`config.mk`:
```
export PLATFORM = sky130hd
export DESIGN_NAME = mtc_top
export DESIGN_NICKNAME = d
export VERILOG_FILES = /design/src/hdl/mtc_crc32.v /design/src/hdl/mtc_top.v
export VERILOG_INCLUDE_DIRS = /design/src /design/src/hdl
export SDC_FILE = /design/constraint.sdc
export NUM_CORES = 1
export LEC_CHECK = 0
export ABC_AREA = 1
export BUFFER_PORTS_ARGS = -buffer_cell sky130_fd_sc_hd__buf_4
export CORE_ASPECT_RATIO = 0.6
export CORE_MARGIN = 3
export CORE_UTILIZATION = 34
export CTS_CLUSTER_SIZE = 24
export DETAILED_ROUTE_END_ITERATION = 6
export SLEW_MARGIN = 25
export SYNTH_ARGS = -nofsm -noshare
export SYNTH_HDL_FRONTEND = slang
export SYNTH_SLANG_ARGS = --single-unit
export TNS_END_PERCENT = 1
```
`constraint.sdc`:
```
create_clock -name clk -period 5.5 [get_ports clk]
set_input_delay 0.275 -clock clk [delete_from_list [all_inputs] [get_ports clk]]
set_output_delay 0.275 -clock clk [all_outputs]
set_load 0.01 [all_outputs]
```
`src/hdl/mtc_defs.vh`:
```
// Purpose: constants for the transmit count, hash filter and buffer port
// Assumes: Avalon-MM word addressing, one 32-bit word per register
// Notes: definitions only
`ifndef MTC_DEFS_VH
`define MTC_DEFS_VH
`define MTC_A_BITCNT_LO 4'h0
`define MTC_A_BITCNT_HI 4'h1
`define MTC_A_HASH_BASE 4'h2
`define MTC_A_DATA_PORT 4'hA
`define MTC_A_TX_START 4'hB
`define MTC_A_CTRL 4'hC
`define MTC_A_IRQ_STAT 4'hD
`define MTC_A_IRQ_MASK 4'hE
`define MTC_BITCNT_W 14
`define MTC_BITCNT_MAX 14'h3FFF
`define MTC_CTRL_EN 7
`define MTC_CTRL_SWAP 0
`define MTC_CTRL_WIDE 1
`define MTC_CTRL_MODE_LO 2
`define MTC_MODE_HASH 2'h2
`define MTC_TXGO_BIT 7
`define MTC_IRQ_DONE 0
`define MTC_IRQ_ALL 1
`define MTC_IRQ_STOP 2
`define MTC_CNT_ZERO 7'h00
`define MTC_ZERO8 8'h00
`endif

```
`src/hdl/mtc_crc32.v`:
```
// Purpose: one byte step of the ethernet crc-32
// Assumes: reflected polynomial, lsb of each byte first
// Notes: purely combinational
`timescale 1ns/1ps
`default_nettype none
module mtc_crc32 (
    input wire [31:0] crc_in,
    input wire [7:0] data_in,
    output reg [31:0] crc_out
);
    integer i;
    reg [31:0] c;
    always @* begin
        c = crc_in;
        for (i = 0; i < 8; i = i + 1) begin
            if (c[0] ^ data_in[i])
                c = (c >> 1) ^ 32'hEDB8_8320;
            else
                c = c >> 1;
        end
        crc_out = c;
    end
endmodule // mtc_crc32
`default_nettype wire

```
`src/hdl/mtc_top.v`:
```
// Purpose: bit counter, multicast hash filter, buffer port, tx start
// Assumes: single clock, synchronous high reset, avalon-mm slave
// Notes: engine side signals are one-cycle pulses from the tx/rx logic
// Notes on behaviour
// - bit counter cleared at start, counts until collision
// - counter read-only, high byte bits 7:6 zero
// - hash decides only when match mode is 10
// - crc-32 of address, six low bits pick group
// - accept multicast when selected hash bit set
// - hash bytes get no reset value
// - hash access only while link enable set
// - data port 8 or 16 bits by bus mode
// - byte swap on data port when enabled, 16-bit mode only
// - start bit launches, zero ignored, reads pending count
// - pending count decrements per sent frame
// - one start sends all queued frames
`timescale 1ns/1ps
`default_nettype none
`include "mtc_defs.vh"
module mtc_top (
    input wire clk,
    input wire sys_rst,
    input wire [3:0] avs_address,
    input wire avs_read,
    input wire avs_write,
    input wire [31:0] avs_writedata,
    input wire [3:0] avs_byteenable,
    output reg [31:0] avs_readdata,
    output reg avs_waitrequest,
    output reg irq,
    input wire tx_bit_tick,
    input wire tx_frame_start,
    input wire tx_stop_event,
    input wire tx_frame_done,
    output reg tx_go_pulse,
    output reg [6:0] tx_pending_q,
    input wire rx_addr_valid,
    input wire [7:0] rx_addr_byte,
    input wire rx_addr_first,
    input wire rx_addr_last,
    input wire [1:0] receive_mode,
    output reg rx_hash_valid,
    output reg rx_hash_accept,
    output reg buf_wr,
    output reg buf_rd,
    output reg buf_wide,
    output reg [15:0] buf_wdata,
    input wire [15:0] buf_rdata
);
    reg [13:0] bitcnt_q;
    reg counting_q;
    reg [7:0] hash_q [0:7];
    reg [7:0] ctrl_q;
    reg [2:0] stat_q;
    reg [2:0] mask_q;
    reg [31:0] crc_q;
    reg [5:0] group_q;
    reg done_ph_q;
    reg [31:0] crc_next;
    wire [31:0] crc_seed;
    wire access;
    wire hash_sel;
    wire [2:0] hash_idx;
    wire [3:0] hash_off;
    wire [2:0] ev;
    reg [15:0] port_rd;
    reg [31:0] rd_d;
    assign access = (avs_read | avs_write) & avs_waitrequest;
    assign hash_sel = (avs_address >= `MTC_A_HASH_BASE) &&
                      (avs_address < `MTC_A_DATA_PORT);
    // subtract on the full address, then keep the byte index bits
    assign hash_off = avs_address - `MTC_A_HASH_BASE;
    assign hash_idx = hash_off[2:0];
    assign crc_seed = rx_addr_first ? 32'hFFFF_FFFF : crc_q;
    mtc_crc32 u_crc (
        .crc_in(crc_seed),
        .data_in(rx_addr_byte),
        .crc_out(crc_next)
    );
    // answer every access in its second cycle; one wait state
    always @(posedge clk) begin
        if (sys_rst)
            avs_waitrequest <= 1'b1;
        else if (access & ~avs_waitrequest)
            avs_waitrequest <= 1'b1;
        else if ((avs_read | avs_write) & avs_waitrequest)
            avs_waitrequest <= 1'b0;
        else
            avs_waitrequest <= 1'b1;
    end
    wire take;
    assign take = (avs_read | avs_write) & ~avs_waitrequest;
    wire wr_take;
    assign wr_take = take & avs_write;
    // counter holds once collision or carrier loss seen
    always @(posedge clk) begin
        if (sys_rst) begin
            bitcnt_q <= 14'h0000;
            counting_q <= 1'b0;
        end else if (tx_frame_start) begin
            bitcnt_q <= 14'h0000;
            counting_q <= 1'b1;
        end else if (tx_stop_event) begin
            counting_q <= 1'b0;
        end else if (counting_q & tx_bit_tick &
                     (bitcnt_q != `MTC_BITCNT_MAX)) begin
            bitcnt_q <= bitcnt_q + 14'h0001;
        end
    end
    // no reset branch: contents undefined until software loads them
    always @(posedge clk) begin
        if (wr_take & hash_sel & avs_byteenable[0] &
            ctrl_q[`MTC_CTRL_EN])
            hash_q[hash_idx] <= avs_writedata[7:0];
    end
    // control: enable, swap, bus width; the hash match mode comes from the receive_mode input
    always @(posedge clk) begin
        if (sys_rst)
            ctrl_q <= `MTC_ZERO8;
        else if (wr_take && avs_address == `MTC_A_CTRL && avs_byteenable[0])
            ctrl_q <= avs_writedata[7:0];
    end
    // start command and pending frame count
    always @(posedge clk) begin
        if (sys_rst) begin
            tx_pending_q <= `MTC_CNT_ZERO;
            tx_go_pulse <= 1'b0;
        end else begin
            tx_go_pulse <= 1'b0;
            if (wr_take && avs_address == `MTC_A_TX_START &&
                avs_byteenable[0] && avs_writedata[`MTC_TXGO_BIT]) begin
                tx_go_pulse <= 1'b1;
                tx_pending_q <= avs_writedata[6:0];
            end else if (tx_frame_done && tx_pending_q != `MTC_CNT_ZERO) begin
                tx_pending_q <= tx_pending_q - 7'h01;
            end
        end
    end
    // events: frame done, all sent, collision/carrier stop
    assign ev[`MTC_IRQ_DONE] = tx_frame_done;
    assign ev[`MTC_IRQ_ALL] = tx_frame_done & (tx_pending_q == 7'h01);
    assign ev[`MTC_IRQ_STOP] = tx_stop_event & counting_q;
    always @(posedge clk) begin
        if (sys_rst) begin
            stat_q <= 3'h0;
            mask_q <= 3'h0;
            irq <= 1'b0;
        end else begin
            // a new event wins over a simultaneous clear
            if (wr_take && avs_address == `MTC_A_IRQ_STAT && avs_byteenable[0])
                stat_q <= (stat_q & ~avs_writedata[2:0]) | ev;
            else
                stat_q <= stat_q | ev;
            if (wr_take && avs_address == `MTC_A_IRQ_MASK && avs_byteenable[0])
                mask_q <= avs_writedata[2:0];
            irq <= |((stat_q | ev) & mask_q);
        end
    end
    // hash lookup over the destination address stream
    always @(posedge clk) begin
        if (sys_rst) begin
            crc_q <= 32'hFFFF_FFFF;
            group_q <= 6'h00;
            done_ph_q <= 1'b0;
            rx_hash_valid <= 1'b0;
            rx_hash_accept <= 1'b0;
        end else begin
            rx_hash_valid <= 1'b0;
            done_ph_q <= 1'b0;
            if (rx_addr_valid) begin
                crc_q <= crc_next;
                if (rx_addr_last) begin
                    group_q <= crc_next[5:0];
                    done_ph_q <= 1'b1;
                end
            end
            if (done_ph_q) begin
                rx_hash_valid <= 1'b1;
                // only in hash mode; other modes never accept here
                rx_hash_accept <= (receive_mode == `MTC_MODE_HASH) &&
                    hash_q[group_q[5:3]][group_q[2:0]];
            end
        end
    end
    // buffer port with optional byte exchange
    always @(posedge clk) begin
        if (sys_rst) begin
            buf_wr <= 1'b0;
            buf_rd <= 1'b0;
            buf_wide <= 1'b0;
            buf_wdata <= 16'h0000;
        end else begin
            buf_wide <= ctrl_q[`MTC_CTRL_WIDE];
            buf_wr <= wr_take && avs_address == `MTC_A_DATA_PORT;
            buf_rd <= take & avs_read && avs_address == `MTC_A_DATA_PORT;
            if (wr_take && avs_address == `MTC_A_DATA_PORT) begin
                if (!ctrl_q[`MTC_CTRL_WIDE])
                    buf_wdata <= {`MTC_ZERO8, avs_writedata[7:0]};
                else if (ctrl_q[`MTC_CTRL_SWAP])
                    buf_wdata <= {avs_writedata[7:0],
                                  avs_writedata[15:8]};
                else
                    buf_wdata <= avs_writedata[15:0];
            end
        end
    end
    always @* begin
        if (!ctrl_q[`MTC_CTRL_WIDE])
            port_rd = {`MTC_ZERO8, buf_rdata[7:0]};
        else if (ctrl_q[`MTC_CTRL_SWAP])
            port_rd = {buf_rdata[7:0], buf_rdata[15:8]};
        else
            port_rd = buf_rdata;
    end
    always @* begin
        rd_d = 32'h0000_0000;
        if (hash_sel) begin
            if (ctrl_q[`MTC_CTRL_EN])
                rd_d = {24'h00_0000, hash_q[hash_idx]};
        end else begin
            case (avs_address)
                `MTC_A_BITCNT_LO: rd_d = {24'h00_0000, bitcnt_q[7:0]};
                `MTC_A_BITCNT_HI: rd_d = {26'h000_0000, bitcnt_q[13:8]};
                `MTC_A_DATA_PORT: rd_d = {16'h0000, port_rd};
                `MTC_A_TX_START: rd_d = {24'h00_0000, 1'b0, tx_pending_q};
                `MTC_A_CTRL: rd_d = {24'h00_0000, ctrl_q};
                `MTC_A_IRQ_STAT: rd_d = {29'h0000_0000, stat_q};
                `MTC_A_IRQ_MASK: rd_d = {29'h0000_0000, mask_q};
                default: rd_d = 32'h0000_0000;
            endcase
        end
    end
    always @(posedge clk) begin
        if (sys_rst)
            avs_readdata <= 32'h0000_0000;
        else if (avs_read & avs_waitrequest)
            avs_readdata <= rd_d;
    end
endmodule // mtc_top
`default_nettype wire

```
==> impl_metrics.env <==
export IMPL_status="finished, final reports clean"
export IMPL_hold_viol=0
export IMPL_ant_nets=0
export IMPL_cts_root_buf="clkbuf_16"
export IMPL_cap_violations=0
export IMPL_p_leak_nw=4.69
export IMPL_cts_tree="yes"
export IMPL_antenna_found_initial=0
export IMPL_ctsResizeCount=0
export IMPL_worstMarginPinSlew_ps=1060
export IMPL_rsz0062_at_grt="no"
export IMPL_nNetsFinal=1413
export IMPL_gp_congestion=0.899
export IMPL_yosys_area_top_type_share_pct=24.4
export IMPL_startpoint_type="flip-flop"
export IMPL_overflow=0
export IMPL_area_growth_pct=17.6
export IMPL_drive_gt1_share_pct=13.5
export IMPL_hold_path_class="primary input to flip-flop"
export IMPL_drc=0
export IMPL_yosys_most_used_dff="dfxtp_1"
export IMPL_num_vias=8703
export IMPL_path_cells="nand2_1 -> inv_1 -> a21oi_1 -> o21ai_0 -> o221ai_1 -> nand2_1 -> nand3_1 -> o211ai_1 -> inv_1"
export IMPL_finClkSkew_ps=8.10
export IMPL_multi_input_area_um2=4770
export IMPL_p_per_area_nw_per_um2=335
export IMPL_grt_max_degree=66
export IMPL_syn_avg_cell_area_um2=7.73
export IMPL_cts_hold_buf=0
export IMPL_ys_seq_elements=182
export IMPL_yosys_cell_types_count=51
export IMPL_synth_enable_flop_cells=64
export IMPL_dr_pass1_iters=6
export IMPL_power_mw=3.82
export IMPL_fp_row_count=47
export IMPL_wl_per_cell_um=17.0
export IMPL_async_reset_ff_share_pct=0
export IMPL_h_tree_depth=4
export IMPL_cp_max_fo=24
export IMPL_drt_iter0_markers=984
export IMPL_clock_path_buffers=2
export IMPL_core_um2=27800
export IMPL_cp_slowest_cell="dfxtp_1"
export IMPL_clk_pin_slew_ps=70
export IMPL_ios=140
export IMPL_numCtsBuffers=17
export IMPL_fillCellCount=2845
export IMPL_port_buffers=104
export IMPL_arrival_ps=3230
export IMPL_report_final_slew_viol_count=0
export IMPL_netlist_instances=1253
export IMPL_yosysMostFrequentCell="nand2_1"
export IMPL_clock_latency_ps=440
export IMPL_die_h_um=137
export IMPL_slowest_delay_ps=790
export IMPL_seq_area_um2=4280
export IMPL_path_buf_inv=2
export IMPL_critical_path_required_ps=5840
export IMPL_path_delay_family="flip-flops"
export IMPL_finalCriticalPeriod_ps=2900
export IMPL_end_kind="flip-flop"
export IMPL_die_x_um=224
export IMPL_post_cts_setup_buffer_count=0
export IMPL_dpl_hpwl_um=20700
export IMPL_clock_fmax_mhz=345
export IMPL_finalSetupViolations=0
export IMPL_via_per_inst=5.10
export IMPL_grt_pass1_wl_um=44500
export IMPL_yosysSeqAreaShare_pct=44.2
export IMPL_post_route_period_util_pct=52.7
export IMPL_synth_top_cell_by_area="dfxtp_1"
export IMPL_synth_common_cells="nand2_1 (341), dfxtp_1 (118), nor2_1 (117), nand3_1 (99), a21oi_1 (97)"
export IMPL_diodes=0
export IMPL_drt_wl_total_um=29000
export IMPL_synthTopCellsByArea="dfxtp_1 (24%), edfxtp_1 (20%), nand2_1 (13%), nand3_1 (5.1%), a21oi_1 (5.0%)"
export IMPL_grt_pass1_vias=7770
export IMPL_slew_headroom_pct=28.7
export IMPL_clock_sinks=182
export IMPL_crit_type="flip-flop to flip-flop"
export IMPL_die_area_um2=30600
export IMPL_finalCoreUtilization_pct=40.9
export IMPL_yosysWarnings=0
export IMPL_initial_utilization_pct=34.8
export IMPL_setup_tns_ps=0
export IMPL_netlist_area_um2=9680
export IMPL_vdd_drop_max_mv=0.199
export IMPL_grt_total_usage_pct=18.9
state kept, by name, summed over array words and instances, names as in the netlist, 3 cells and up, named ones only:
| register | flops |
|---|---|
| avs_readdata | 16 |
| bitcnt_q | 14 |
| buf_wdata | 16 |
| crc_q | 32 |
| ctrl_q | 8 |
| group_q | 6 |
| hash_q | 64 |
| mask_q | 3 |
| stat_q | 3 |
| tx_pending_q | 7 |
power by group:
group	leakage, nW	switching (mW)	internal, mW
Combinational	2.81	0.501	0.297
Clock	0.340	0.544	0.942
Sequential	1.54	0.0706	1.46
per-layer routing:
| layer | up-vias | routed length [um] | global-route usage (%) |
|---|---|---|---|
| li1 | 4263 | - | - |
| met1 | 4086 | 14700 | 29.4 |
| met2 | 333 | 11800 | 26.5 |
| met3 | 21 | 2240 | 4.16 |
| met4 | 0 | 301 | 3.94 |
| met5 | - | 0 | 0 |
layout by cell type (no fill, tap or decap), drive strengths merged:
cell,count
o211ai,8
o22ai,3
or2,4
nand4,12
o221ai,5
dfxtp,118
xnor2,22
nor3b,2
o2111ai,2
nand3b,3
a31oi,15
a22oi,1
clkinv,7
and3,2
ha,8
inv,91
edfxtp,64
nor3,14
xor2,40
buf,108
clkbuf,18
a211oi,1
nand3,99
nor4,1
nor2,124
bufinv,8
conb,16
a21oi,97
o21ai,92
nand2,351
clkinvlp,2
o21bai,3
cell type report:
| type | count | share of cell area, % |
|---|---|---|
| Clock buffer | 18 | 3.77 |
| Clock inverter | 14 | 2.44 |
| Inverter | 94 | 3.10 |
| Multi-Input combinational cell | 925 | 41.9 |
| Sequential cell | 182 | 37.6 |
| Tap cell | 367 | 4.03 |
| Timing Repair Buffer | 108 | 7.12 |
cell families after synthesis:
family / synth area share (%)
AOI/OAI and AO/OA: 12.9
xor gates and xnor gates: 7.43
adders and majority gates: 1.03
buffers and inverters: 7.08
DFF: 44.2
other: 0.0387
and+or+nand+nor: 27.3
path summary, 6_finish.rpt:
check | from | to | slack (ps) | depth (start not counted)
worst min register to register | done_ph_q$_SDFF_PP0_ | rx_hash_valid$_SDFF_PP0_ | 460 | 2
worst max-delay path | ctrl_q[0]$_SDFFE_PP0P_ | avs_readdata[7]$_SDFFE_PP0P_ | 2600 | 9
worst min-delay path | avs_read | buf_rd$_SDFF_PP0_ | 90 | 3
worst max register to register | ctrl_q[0]$_SDFFE_PP0P_ | avs_readdata[7]$_SDFFE_PP0P_ | 2600 | 9
stage by stage:
stage | hold slack, ps | worst slack [ps] | std cells | cell area (um2)
2_1_floorplan | 373 | 3760 | 1268 | 9740
3_3_place_gp | 451 | 2610 | 1676 | 10700
3_5_place_dp | 454 | 2640 | 1676 | 10700
4_1_cts | 64.1 | 2620 | 1708 | 11400
5_1_grt | 70.3 | 2310 | 1708 | 11400
6_report | 88.6 | 2600 | 1708 | 11400
worst register-to-register path: stages (launching register included):
cell and delay [ps]:
dfxtp_1 790, nand2_1 590, inv_1 580, a21oi_1 110, o21ai_0 190, o221ai_1 210, nand2_1 100, nand3_1 70
o211ai_1 100, inv_1 50
Power figures use the tool's default switching activity.
